$ cat src/pkg/tmr8_pkg.sv
package tmr8_pkg;

  ////////////////////////////////////////////////////////////////////////////
  // register byte addresses
  localparam logic [7:0] ADDR_MODE = 8'h00;
  localparam logic [7:0] ADDR_CTRL = 8'h04;
  localparam logic [7:0] ADDR_CMP = 8'h08;
  localparam logic [7:0] ADDR_COUNT = 8'h0C;
  localparam logic [7:0] ADDR_SYS = 8'h10;
  localparam logic [7:0] ADDR_STS = 8'h14;
  localparam logic [7:0] ADDR_MSK = 8'h18;
  localparam logic [7:0] ADDR_PWM = 8'h28;

  ////////////////////////////////////////////////////////////////////////////
  // values after reset
  localparam logic [7:0] MODE_RST = 8'h00;
  localparam logic [7:0] CMP_RST = 8'h00;
  localparam logic [7:0] PWM_RST = 8'hFF;
  localparam logic [2:0] SYS_RST = 3'h0;
  localparam logic [0:0] STS_RST = 1'h0;
  localparam logic [0:0] MSK_RST = 1'h0;

  ////////////////////////////////////////////////////////////////////////////
  // field positions
  localparam int CTRL_RUN_BIT = 0;
  localparam int CTRL_CASC_BIT = 1;
  localparam int STS_MATCH_BIT = 0;

  // mode_control: out_level, dbuf, clk_sel, ext_in, op (bit 7 down to 0)
  typedef struct packed {
    logic out_level;
    logic dbuf;
    logic [2:0] clk_sel;
    logic ext_in;
    logic [1:0] op;
  } tmr8_mode_t;

  // system_control_one: sleep_low, low_speed, div_src (bit 2 down to 0)
  typedef struct packed {
    logic sleep_low;
    logic low_speed;
    logic div_src;
  } tmr8_sys_t;

  localparam logic [1:0] OP_TIMER = 2'h0;
  localparam logic [1:0] OP_TIMER_ALT = 2'h1;
  localparam logic [1:0] OP_PWM = 2'h2;

  typedef enum logic [1:0] {
    ST_STOP = 2'b00,
    ST_RUN = 2'b01
  } tmr8_run_t;

  ////////////////////////////////////////////////////////////////////////////
  // counts
  localparam int GEAR_DIV_W = 11;
  localparam int SUB_DIV_W = 4;
  localparam logic [6:0] PWM_LAST = 7'h7F;

endpackage

$ cat src/design/tmr8_edge_sync.sv
`timescale 1ns/10ps
module tmr8_edge_sync (
  input wire logic i_clk,
  input wire logic i_rst,
  input wire logic i_pin,
  output logic o_rise,
  output logic o_fall
);

  logic sync0;
  logic sync1;
  logic prev;

  // idle high so a high pin at release is not seen as an edge
  always_ff @(posedge i_clk) begin
    if (i_rst) begin
      sync0 <= 1'b1;
      sync1 <= 1'b1;
      prev <= 1'b1;
    end else begin
      sync0 <= i_pin;
      sync1 <= sync0;
      prev <= sync1;
    end
  end

  assign o_rise = sync1 & ~prev;
  assign o_fall = prev & ~sync1;

endmodule

$ cat src/design/tmr8_prescale.sv
`timescale 1ns/10ps
module tmr8_prescale #(
  parameter int W = 11
) (
  input wire logic i_clk,
  input wire logic i_rst,
  input wire logic i_en,
  output logic [W:0] o_tick
);

  initial begin
    if (W < 1) begin
      $error("prescaler width must be at least one");
    end
  end

  logic [W-1:0] cnt;

  always_ff @(posedge i_clk) begin
    if (i_rst) begin
      cnt <= '0;
    end else if (i_en) begin
      cnt <= cnt + 1'b1;
    end
  end

  // tap k pulses once every 2^k input enables
  assign o_tick[0] = i_en;
  for (genvar k = 1; k <= W; k++) begin : g_tap
    assign o_tick[k] = i_en & (&cnt[k-1:0]);
  end

endmodule

$ cat src/design/tmr8_top.sv
// Added by the designer: the APB slave port.
`timescale 1ns/10ps
// Summary of operation
// RL1 - timer mode counts source ticks, match raises interrupt, clears, keeps counting
// RL2 - double buffered compare write while running applies at next match
// RL3 - unbuffered compare below count takes effect, match only after wrap
// RL4 - unbuffered compare equal to count matches right after the write
// RL5 - compare write while stopped updates active value at once
// RL6 - compare read returns the last written value
// RL7 - clock select picks gear divisions or subclock sixteenth and eighth
// RL8 - low speed modes allow codes 000, 001, 111 only; 111 gives subclock/4
// RL9 - event mode when op 00, cascade 0, external input select 1
// RL10 - event mode counts input falling edges, match interrupts and clears
// RL11 - clearing run bit stops counting and zeroes the counter
// RL12 - mode register writes are ignored while running
// RL13 - event source stays slow enough with four cycle high and low phases
// RL14 - double buffer enable bit buffers compare in event mode too
// RL15 - pwm of 7-bit duty with extra pulse on even duty pulses
// RL16 - pwm mode when op 10, cascade 0, external input select 0
// RL17 - pwm register holds duty in 7..1, extra pulse in 0, resets ones
// RL18 - event input synchronised, falling edge is sampled high then low
module tmr8_top #(
  parameter int CNT_W = 8
) (
  input wire logic I_CLK,
  input wire logic I_SYS_RST,
  input wire logic I_PSEL,
  input wire logic I_PENABLE,
  input wire logic I_PWRITE,
  input wire logic [7:0] I_PADDR,
  input wire logic [31:0] I_PWDATA,
  output logic [31:0] O_PRDATA,
  output logic O_PREADY,
  output logic O_PSLVERR,
  input wire logic I_EVENT_IN,
  input wire logic I_SUB_CLK,
  output logic O_IRQ,
  output logic O_PWM
);

  initial begin
    if (CNT_W != 8) begin
      $error("counter width must be 8");
    end
  end

  ////////////////////////////////////////////////////////////////////////////
  // declarations

  tmr8_pkg::tmr8_mode_t mode;
  tmr8_pkg::tmr8_sys_t sys;
  tmr8_pkg::tmr8_run_t state;
  logic casc;
  logic [7:0] cmp_buf;
  logic [7:0] cmp_act;
  logic [7:0] pwm_buf;
  logic [7:0] pwm_act;
  logic [7:0] count;
  logic [0:0] sts;
  logic [0:0] msk;
  logic chk;
  logic pwm_cyc;
  logic ev_fall;
  logic sub_rise;
  logic [tmr8_pkg::GEAR_DIV_W:0] gear_t;
  logic [tmr8_pkg::SUB_DIV_W:0] sub_t;
  logic src_tick;
  logic tick;
  logic running;
  logic slow;
  logic sub_sel;
  logic is_event;
  logic is_timer;
  logic is_pwm;
  logic match;
  logic pwm_ovf;
  logic evt;
  logic wr_go;
  logic setup;
  logic [7:0] wbyte;
  logic [7:0] thresh;
  logic [31:0] next_rdata;
  logic next_err;

  ////////////////////////////////////////////////////////////////////////////
  // clock sources and input edges

  tmr8_prescale #(
    .W(tmr8_pkg::GEAR_DIV_W)
  ) u_gear_div (
    .i_clk(I_CLK),
    .i_rst(I_SYS_RST),
    .i_en(1'b1),
    .o_tick(gear_t)
  );

  tmr8_edge_sync u_sub_edge (
    .i_clk(I_CLK),
    .i_rst(I_SYS_RST),
    .i_pin(I_SUB_CLK),
    .o_rise(sub_rise),
    .o_fall()
  );

  tmr8_prescale #(
    .W(tmr8_pkg::SUB_DIV_W)
  ) u_sub_div (
    .i_clk(I_CLK),
    .i_rst(I_SYS_RST),
    .i_en(sub_rise),
    .o_tick(sub_t)
  );

  // RL18 synchronised falling edge
  tmr8_edge_sync u_ev_edge (
    .i_clk(I_CLK),
    .i_rst(I_SYS_RST),
    .i_pin(I_EVENT_IN),
    .o_rise(),
    .o_fall(ev_fall)
  );

  ////////////////////////////////////////////////////////////////////////////
  // mode decode and source selection

  assign running = (state == tmr8_pkg::ST_RUN);
  assign slow = sys.low_speed | sys.sleep_low;
  assign sub_sel = sys.div_src | slow;
  // RL9 event mode decode
  assign is_event = ~casc & (mode.op == tmr8_pkg::OP_TIMER) & mode.ext_in;
  assign is_timer = ~casc & ~mode.ext_in &
                    ((mode.op == tmr8_pkg::OP_TIMER) | (mode.op == tmr8_pkg::OP_TIMER_ALT));
  // RL16 pwm mode decode
  assign is_pwm = ~casc & ~mode.ext_in & (mode.op == tmr8_pkg::OP_PWM);

  always_comb begin
    src_tick = 1'b0;
    case (mode.clk_sel)
      // RL7 slow codes swap to subclock
      3'h0: src_tick = sub_sel ? sub_t[4] : gear_t[11];
      3'h1: src_tick = sub_sel ? sub_t[3] : gear_t[10];
      // RL8 no clock in low speed
      3'h2: src_tick = slow ? 1'b0 : gear_t[8];
      3'h3: src_tick = slow ? 1'b0 : gear_t[6];
      3'h4: src_tick = slow ? 1'b0 : gear_t[4];
      3'h5: src_tick = slow ? 1'b0 : gear_t[2];
      3'h6: src_tick = slow ? 1'b0 : gear_t[1];
      // RL8 low speed gets subclock/4
      3'h7: src_tick = slow ? sub_t[2] : gear_t[0];
      default: src_tick = 1'b0;
    endcase
  end

  // RL10 event edges drive the count
  assign tick = running & (is_event ? ev_fall : ((is_timer | is_pwm) & src_tick));

  ////////////////////////////////////////////////////////////////////////////
  // register bus

  assign setup = I_PSEL & ~I_PENABLE;
  assign wr_go = I_PSEL & I_PENABLE & I_PWRITE & O_PREADY;
  assign wbyte = I_PWDATA[7:0];

  always_comb begin
    next_rdata = 32'h0000_0000;
    next_err = 1'b0;
    case (I_PADDR)
      tmr8_pkg::ADDR_MODE: next_rdata[7:0] = mode;
      tmr8_pkg::ADDR_CTRL: begin
        next_rdata[tmr8_pkg::CTRL_RUN_BIT] = running;
        next_rdata[tmr8_pkg::CTRL_CASC_BIT] = casc;
      end
      // RL6 read gives last written
      tmr8_pkg::ADDR_CMP: next_rdata[7:0] = cmp_buf;
      tmr8_pkg::ADDR_COUNT: next_rdata[7:0] = count;
      tmr8_pkg::ADDR_SYS: next_rdata[2:0] = sys;
      tmr8_pkg::ADDR_STS: next_rdata[0] = sts[0];
      tmr8_pkg::ADDR_MSK: next_rdata[0] = msk[0];
      tmr8_pkg::ADDR_PWM: next_rdata[7:0] = pwm_buf;
      default: next_err = 1'b1;
    endcase
  end

  // one wait-free access cycle; data latched at the setup edge
  always_ff @(posedge I_CLK) begin
    if (I_SYS_RST) begin
      O_PREADY <= 1'b0;
      O_PRDATA <= 32'h0000_0000;
      O_PSLVERR <= 1'b0;
    end else begin
      O_PREADY <= setup;
      if (setup) begin
        O_PRDATA <= I_PWRITE ? 32'h0000_0000 : next_rdata;
        O_PSLVERR <= next_err;
      end else begin
        O_PSLVERR <= 1'b0;
      end
    end
  end

  ////////////////////////////////////////////////////////////////////////////
  // control registers

  always_ff @(posedge I_CLK) begin
    if (I_SYS_RST) begin
      mode <= tmr8_pkg::MODE_RST;
    // RL12 mode frozen while running
    end else if (wr_go && I_PADDR == tmr8_pkg::ADDR_MODE && !running) begin
      mode <= wbyte;
    end
  end

  always_ff @(posedge I_CLK) begin
    if (I_SYS_RST) begin
      state <= tmr8_pkg::ST_STOP;
      casc <= 1'b0;
    end else if (wr_go && I_PADDR == tmr8_pkg::ADDR_CTRL) begin
      state <= wbyte[tmr8_pkg::CTRL_RUN_BIT] ? tmr8_pkg::ST_RUN : tmr8_pkg::ST_STOP;
      casc <= wbyte[tmr8_pkg::CTRL_CASC_BIT];
    end
  end

  always_ff @(posedge I_CLK) begin
    if (I_SYS_RST) begin
      sys <= tmr8_pkg::SYS_RST;
    end else if (wr_go && I_PADDR == tmr8_pkg::ADDR_SYS) begin
      sys <= wbyte[2:0];
    end
  end

  ////////////////////////////////////////////////////////////////////////////
  // compare value

  always_ff @(posedge I_CLK) begin
    if (I_SYS_RST) begin
      cmp_buf <= tmr8_pkg::CMP_RST;
      cmp_act <= tmr8_pkg::CMP_RST;
    end else begin
      if (wr_go && I_PADDR == tmr8_pkg::ADDR_CMP) begin
        cmp_buf <= wbyte;
      end
      // RL5 stopped writes go straight through
      // RL3 unbuffered writes take effect at once
      if (wr_go && I_PADDR == tmr8_pkg::ADDR_CMP && (!running || !mode.dbuf)) begin
        cmp_act <= wbyte;
      // RL2 buffered value loads on match, even beside a new write
      // RL14 same buffering for event mode
      end else if (match && mode.dbuf) begin
        cmp_act <= cmp_buf;
      end
    end
  end

  // compare only right after a count step or an unbuffered write,
  // so a held count never re-matches every cycle
  always_ff @(posedge I_CLK) begin
    if (I_SYS_RST) begin
      chk <= 1'b0;
    end else begin
      // RL4 check right after equal write
      chk <= tick | (wr_go && I_PADDR == tmr8_pkg::ADDR_CMP && running && !mode.dbuf);
    end
  end

  assign match = chk & running & (is_timer | is_event) & (count == cmp_act);

  ////////////////////////////////////////////////////////////////////////////
  // up counter

  assign pwm_ovf = tick & is_pwm & (count[6:0] == tmr8_pkg::PWM_LAST);

  always_ff @(posedge I_CLK) begin
    if (I_SYS_RST) begin
      count <= 8'h00;
    // RL11 stop clears counter
    end else if (!running) begin
      count <= 8'h00;
    // RL1 clear on match
    end else if (match) begin
      count <= 8'h00;
    end else if (pwm_ovf) begin
      count <= 8'h00;
    // RL1 count source ticks
    end else if (tick) begin
      count <= count + 8'h01;
    end
  end

  ////////////////////////////////////////////////////////////////////////////
  // pwm

  always_ff @(posedge I_CLK) begin
    if (I_SYS_RST) begin
      pwm_buf <= tmr8_pkg::PWM_RST;
      pwm_act <= tmr8_pkg::PWM_RST;
    end else if (wr_go && I_PADDR == tmr8_pkg::ADDR_PWM) begin
      pwm_buf <= wbyte;
      if (!running || !mode.dbuf) begin
        pwm_act <= wbyte;
      end
    end else if (pwm_ovf && pwm_cyc && mode.dbuf) begin
      pwm_act <= pwm_buf;
    end
  end

  // high for the second of each pair of periods
  always_ff @(posedge I_CLK) begin
    if (I_SYS_RST) begin
      pwm_cyc <= 1'b0;
    end else if (!running || !is_pwm) begin
      pwm_cyc <= 1'b0;
    end else if (pwm_ovf) begin
      pwm_cyc <= ~pwm_cyc;
    end
  end

  // RL17 duty in 7..1, extra pulse in bit 0
  // RL15 extra count on even periods
  assign thresh = {1'b0, pwm_act[7:1]} + {7'h00, pwm_act[0] & pwm_cyc};

  // level compare; duty 127 plus extra never flips, a known limit
  always_ff @(posedge I_CLK) begin
    if (I_SYS_RST) begin
      O_PWM <= 1'b0;
    end else if (running && is_pwm) begin
      O_PWM <= mode.out_level ^ ({1'b0, count[6:0]} >= thresh);
    end else begin
      O_PWM <= mode.out_level;
    end
  end

  ////////////////////////////////////////////////////////////////////////////
  // interrupt

  // RL10 match event raises interrupt
  assign evt = match | (pwm_ovf & pwm_cyc);

  always_ff @(posedge I_CLK) begin
    if (I_SYS_RST) begin
      sts <= tmr8_pkg::STS_RST;
    end else if (evt) begin
      sts[tmr8_pkg::STS_MATCH_BIT] <= 1'b1;
    end else if (wr_go && I_PADDR == tmr8_pkg::ADDR_STS && wbyte[tmr8_pkg::STS_MATCH_BIT]) begin
      sts[tmr8_pkg::STS_MATCH_BIT] <= 1'b0;
    end
  end

  always_ff @(posedge I_CLK) begin
    if (I_SYS_RST) begin
      msk <= tmr8_pkg::MSK_RST;
    end else if (wr_go && I_PADDR == tmr8_pkg::ADDR_MSK) begin
      msk <= wbyte[0:0];
    end
  end

  always_ff @(posedge I_CLK) begin
    if (I_SYS_RST) begin
      O_IRQ <= 1'b0;
    end else begin
      O_IRQ <= |(sts & msk);
    end
  end

endmodule

$ cat config.mk
export PLATFORM = sky130hd
export DESIGN_NAME = tmr8_top
export DESIGN_NICKNAME = d
export VERILOG_FILES = /design/src/pkg/tmr8_pkg.sv /design/src/design/tmr8_edge_sync.sv /design/src/design/tmr8_prescale.sv /design/src/design/tmr8_top.sv
export SDC_FILE = /design/constraint.sdc
export NUM_CORES = 1
export LEC_CHECK = 0
export BUFFER_PORTS_ARGS = -buffer_cell sky130_fd_sc_hd__buf_2
export CELL_PAD_IN_SITES_DETAIL_PLACEMENT = 1
export CELL_PAD_IN_SITES_GLOBAL_PLACEMENT = 2
export CORE_MARGIN = 5
export CORE_UTILIZATION = 35
export CTS_BUF_LIST = sky130_fd_sc_hd__clkbuf_2
export DETAILED_ROUTE_END_ITERATION = 7
export GPL_TIMING_DRIVEN = 0
export PLACE_DENSITY_LB_ADDON = 0.1
export SETUP_SLACK_MARGIN = 0.15
export SYNTH_ARGS = -nofsm -noshare
export SYNTH_HDL_FRONTEND = slang
export SYNTH_SLANG_ARGS = --single-unit
$ cat constraint.sdc
create_clock -name I_CLK -period 3.1 [get_ports I_CLK]
set_clock_uncertainty 0.15 [all_clocks]
set_input_delay 0.155 -clock I_CLK [delete_from_list [all_inputs] [get_ports I_CLK]]
set_output_delay 0.155 -clock I_CLK [all_outputs]
set_load 0.005 [all_outputs]
==> results.rst <==
.. list-table::
   :header-rows: 1

   * - Metric
     - Value
   * - Standard-cell rows
     - 43
   * - Drt via density
     - 5.24
   * - Yosys Warn Count
     - 0
   * - Deepest level of the CTS H-tree
     - 3
   * - Post-synthesis to final-layout area growth
     - 17.2%
   * - CP Launch Type
     - input port
   * - Number of hold violations in the final report
     - 0
   * - Post-route ant nets
     - 0
   * - Class of the tightest hold or removal check
     - in -> reg
   * - Worst-Skew Late Latency
     - 0.59 ns
   * - CTS root buffer
     - sky130_fd_sc_hd__clkbuf_2
   * - Critical Path Sink Type
     - flop
   * - Die Y-Extent
     - 128 µm
   * - Total I/O pin count
     - 83
   * - Transition at the pin with the smallest max-transition slack
     - 0.826 ns
   * - Number of instances in the synthesized netlist
     - 547
   * - Outcome
     - completed
   * - End of the worst register-to-register path
     - cmp_act[7]$_SDFFE_PP0P_
   * - Half-perimeter wire length after detailed placement
     - 11.3 mm
   * - Final weighted congestion of routability-driven global placement
     - 0.854
   * - Required time reported for the critical path endpoint
     - 3.41 ns
   * - Pins Over Slew Limit
     - 0
   * - Timing endpoint of the critical path
     - pwm_act[5]$_SDFFE_PP1P_
   * - Clock buffers created by TritonCTS
     - 9
   * - Net count of the finished layout
     - 694
   * - Net load switching power
     - 490 µW
   * - Die Span X
     - 128 µm
   * - Post-synthesis register bit count
     - 90
   * - CTS tree
     - yes
   * - Fraction of the yosys area taken by sequential cells
     - 0.371
   * - Final setup violation count
     - 0
   * - Worst max-slew margin expressed relative to the limit
     - 0.450
   * - Leakage component of the power
     - 2.38 nW
   * - Layout cells sized above 1
     - 0.155
   * - Detailed-route DRC error count
     - 0
   * - Power share of the clock group
     - 0.332
   * - Clock sinks
     - 90
   * - Synth Flop Type
     - sky130_fd_sc_hd__dfxtp_1
   * - Areal power density over the cells
     - 349 mW/mm²
   * - Total wire length after detailed routing
     - 15.2 mm
   * - Setup repair after global routing missed its margin
     - true
   * - Maximum clock rate
     - 358 MHz
   * - Data arrival time of the critical path
     - 3.11 ns
   * - Most area-hungry cell type in the Yosys netlist
     - sky130_fd_sc_hd__dfxtp_1
   * - Final worst-path cycle share
     - 0.902
   * - Internal cell power
     - 1.49 mW
   * - Yosys top cell area share
     - 0.371
   * - Setup repair bufs after CTS
     - 0
   * - Power share of the sequential group
     - 0.592
   * - Worst R2R Path Depth
     - 9
   * - Proportion of register bits with asynchronous set or reset after synthesis
     - 0
   * - Number of detailed-route iterations in the first pass
     - 4
   * - Maximum number of pins on one net before global-route repair
     - 14
   * - Instance count after placement with tap cells included
     - 782
   * - Share of total power in combinational logic
     - 0.075
   * - Setup slack, reg-to-reg
     - 0.32 ns
   * - Number of synthesized flops with an enable pin
     - 0
   * - Worst-path clk slew
     - 0.23 ns
   * - Number of design-rule violations left by the first detailed-router iteration
     - 248
   * - Aggregate negative setup slack
     - 0 ns
   * - Switching Share
     - 0.247
   * - Number of distinct library cells after synthesis
     - 62
   * - Cell area after synthesis
     - 0.00485 mm²
   * - Number of max-cap violations
     - 0
   * - Buffers on Ports
     - 32
   * - Total of fill cells in the finished design
     - 1,673
   * - Initial core utilization
     - 0.354
   * - Overflow after GRT
     - 0
   * - Type of the setup path with the least slack
     - in -> reg
   * - Total routing usage reported by global routing
     - 0.190
   * - Synth top area cells
     - sky130_fd_sc_hd__dfxtp_1 (37%), sky130_fd_sc_hd__mux2i_1 (11%), sky130_fd_sc_hd__nor2_1 (5.6%)
   * - Die outline area
     - 0.0163 mm²
   * - Biggest fanout along the worst timing path
     - 10
   * - Vias in the first global route
     - 4,441
   * - Launching instance or port of the critical path
     - I_PADDR[3]
   * - Post-synthesis average cell area
     - 8.87 µm²
   * - First-pass GRT wire length
     - 24.3 mm
   * - Clock Tree Buf Depth
     - 2
   * - Mean routed wirelength per cell
     - 18.5 µm
   * - Final instance count without filler cells
     - 818
   * - Critical R2R Launch
     - O_PREADY$_SDFF_PP0_
   * - Antenna violations before repair
     - 1
   * - Period minus WS final
     - 2.80 ns
   * - Maximum resistive drop on vdd
     - 157 µV
   * - Total number of vias
     - 4,285
   * - Core Region
     - 0.0137 mm²
==> state kept, by name, summed over array words and instances, names as in the netlist, 3 cells and up <==
| register | cells |
|---|---|
| cmp_act | 8 |
| pwm_buf | 8 |
| count | 8 |
| mode | 8 |
| u_gear_div.cnt | 11 |
| cmp_buf | 8 |
| O_PRDATA | 8 |
| u_sub_div.cnt | 4 |
| pwm_act | 8 |
| sys | 3 |
==> power groups by stage <==
stage | registers (mW) | logic [mW] | clock network, mW
floorplan | 1.19 | 0.0807 | 0
global placement | 1.20 | 0.129 | 0
detailed placement | 1.20 | 0.131 | 0
CTS | 1.17 | 0.148 | 0.686
global route | 1.18 | 0.164 | 0.734
finish | 1.17 | 0.150 | 0.658
==> worst max-delay path, cell delays in order <==
cell and delay [ns]:
sky130_fd_sc_hd__dlygate4sd3_1 0.51, sky130_fd_sc_hd__buf_2 0.11, sky130_fd_sc_hd__buf_2 0.22, sky130_fd_sc_hd__nor4bb_1 0.48, sky130_fd_sc_hd__and2b_1 0.36, sky130_fd_sc_hd__and2_1 0.17, sky130_fd_sc_hd__buf_4 0.19, sky130_fd_sc_hd__nand3b_1 0.26
sky130_fd_sc_hd__buf_2 0.28, sky130_fd_sc_hd__o22ai_1 0.24, sky130_fd_sc_hd__mux2i_1 0.12
==> cell usage in the layout, fill, tap and decap left out, types with 3 or more instances in the layout <==
master	instances
sky130_fd_sc_hd__a211o_1	10
sky130_fd_sc_hd__a211oi_1	11
sky130_fd_sc_hd__a21o_1	3
sky130_fd_sc_hd__a21oi_1	12
sky130_fd_sc_hd__a221o_1	5
sky130_fd_sc_hd__a22oi_1	9
sky130_fd_sc_hd__a31oi_1	4
sky130_fd_sc_hd__and2_1	4
sky130_fd_sc_hd__and3_1	3
sky130_fd_sc_hd__and4_1	3
sky130_fd_sc_hd__buf_1	5
sky130_fd_sc_hd__buf_2	40
sky130_fd_sc_hd__buf_4	26
sky130_fd_sc_hd__clkbuf_1	17
sky130_fd_sc_hd__clkbuf_2	11
sky130_fd_sc_hd__conb_1	24
sky130_fd_sc_hd__dfxtp_1	90
sky130_fd_sc_hd__dlygate4sd3_1	21
sky130_fd_sc_hd__ha_1	13
sky130_fd_sc_hd__inv_1	7
sky130_fd_sc_hd__mux2i_1	54
sky130_fd_sc_hd__nand2_1	29
sky130_fd_sc_hd__nand2b_1	7
sky130_fd_sc_hd__nand3_1	22
sky130_fd_sc_hd__nand4_1	7
sky130_fd_sc_hd__nor2_1	73
sky130_fd_sc_hd__nor2b_1	12
sky130_fd_sc_hd__nor3_1	5
sky130_fd_sc_hd__nor3b_1	4
sky130_fd_sc_hd__o211ai_1	4
sky130_fd_sc_hd__o21ai_0	10
sky130_fd_sc_hd__o22ai_1	18
sky130_fd_sc_hd__or2_2	7
sky130_fd_sc_hd__or3_1	3
sky130_fd_sc_hd__xnor2_1	12
sky130_fd_sc_hd__xor2_1	11
==> cell families (layout without fill, tap and decap cells) <==
| group | count (synthesis) | count (layout) | synth area share |
|---|---|---|---|
| AND/OR/NAND/NOR | 196 | 196 | 0.207 |
| AO/OA/AOI/OAI | 103 | 103 | 0.156 |
| flip-flops | 90 | 90 | 0.371 |
| buffers and inverters | 66 | 133 | 0.0763 |
| multiplexers | 55 | 55 | 0.114 |
| XOR/XNOR | 23 | 23 | 0.0415 |
| adder cells (fa/ha/maj) | 13 | 13 | 0.0335 |
| other | 1 | 25 | 0.000773 |
==> worst min-delay path by stage <==
stage,from,slack [ns],endpoint,cells past startpoint
2_1_floorplan,I_EVENT_IN,0.11,u_ev_edge.sync0$_SDFF_PP1_,1
3_3_place_gp,I_SUB_CLK,0.19,u_sub_edge.sync0$_SDFF_PP1_,2
3_5_place_dp,I_SUB_CLK,0.20,u_sub_edge.sync0$_SDFF_PP1_,2
4_1_cts,I_PADDR[1],0.02,O_PRDATA[1]$_SDFFE_PP0P_,6
5_1_grt,I_PADDR[6],0.07,O_PRDATA[2]$_SDFFE_PP0P_,6
6_report,I_PADDR[6],0.06,O_PRDATA[1]$_SDFFE_PP0P_,6
==> layout make-up <==
type / count / area, µm² / area share
Multi-Input combinational cell: 414 / 2800 / 0.492
Sequential cell: 90 / 1800 / 0.317
Timing Repair Buffer: 53 / 370 / 0.0651
Buffer: 59 / 345 / 0.0607
Tap cell: 180 / 225 / 0.0396
Clock inverter: 4 / 68.8 / 0.0121
Clock buffer: 10 / 50.0 / 0.00880
Inverter: 7 / 26.3 / 0.00462
Antenna cell: 1 / 2.50 / 0.000440
==> Yosys cell counts, types with 5 or more instances <==
master and number:
sky130_fd_sc_hd__nor2b_1 12, sky130_fd_sc_hd__mux2i_1 54, sky130_fd_sc_hd__or2_2 7, sky130_fd_sc_hd__dfxtp_1 90, sky130_fd_sc_hd__nor3_1 5, sky130_fd_sc_hd__a22oi_1 9, sky130_fd_sc_hd__nand4_1 7, sky130_fd_sc_hd__a211oi_1 11
sky130_fd_sc_hd__buf_1 5, sky130_fd_sc_hd__buf_4 26, sky130_fd_sc_hd__inv_1 7, sky130_fd_sc_hd__nor2_1 73, sky130_fd_sc_hd__ha_1 13, sky130_fd_sc_hd__o22ai_1 18, sky130_fd_sc_hd__a211o_1 10, sky130_fd_sc_hd__nand3_1 22
sky130_fd_sc_hd__a21oi_1 12, sky130_fd_sc_hd__xor2_1 11, sky130_fd_sc_hd__nand2_1 29, sky130_fd_sc_hd__nand2b_1 7, sky130_fd_sc_hd__a221o_1 5, sky130_fd_sc_hd__clkbuf_1 18, sky130_fd_sc_hd__xnor2_1 12, sky130_fd_sc_hd__buf_2 8
sky130_fd_sc_hd__o21ai_0 10
==> stage by stage <==
stage	power [mW]	setup slack [ns]	cell area, µm²	util	hold slack, ns
after global placement	1.32	-0.179	5320	0.388	0.193
final	1.98	0.304	5690	0.414	0.0616
after detailed placement	1.33	-0.266	5320	0.388	0.205
after CTS	2.01	0.186	5670	0.414	0.0167
after global routing	2.08	0.149	5690	0.414	0.0684
after floorplan	1.28	0.645	4940	-	0.109
==> routing by layer <==
layer	track usage	part of all wire	vias to the layer above
met5	0	0	-
met4	0.0493	0.015	0
met3	0.0325	0.041	17
met2	0.303	0.45	86
met1	0.265	0.49	2092
li1	-	-	2090
==> what timing repair did <==
action | in CTS | in global routing
setup endpoints to repair | 16 | 10
hold endpoints to repair | 65 | 0
gates resized for setup | 3 | 4
hold buffers | 21 | 0
Power figures use the tool's default switching activity.
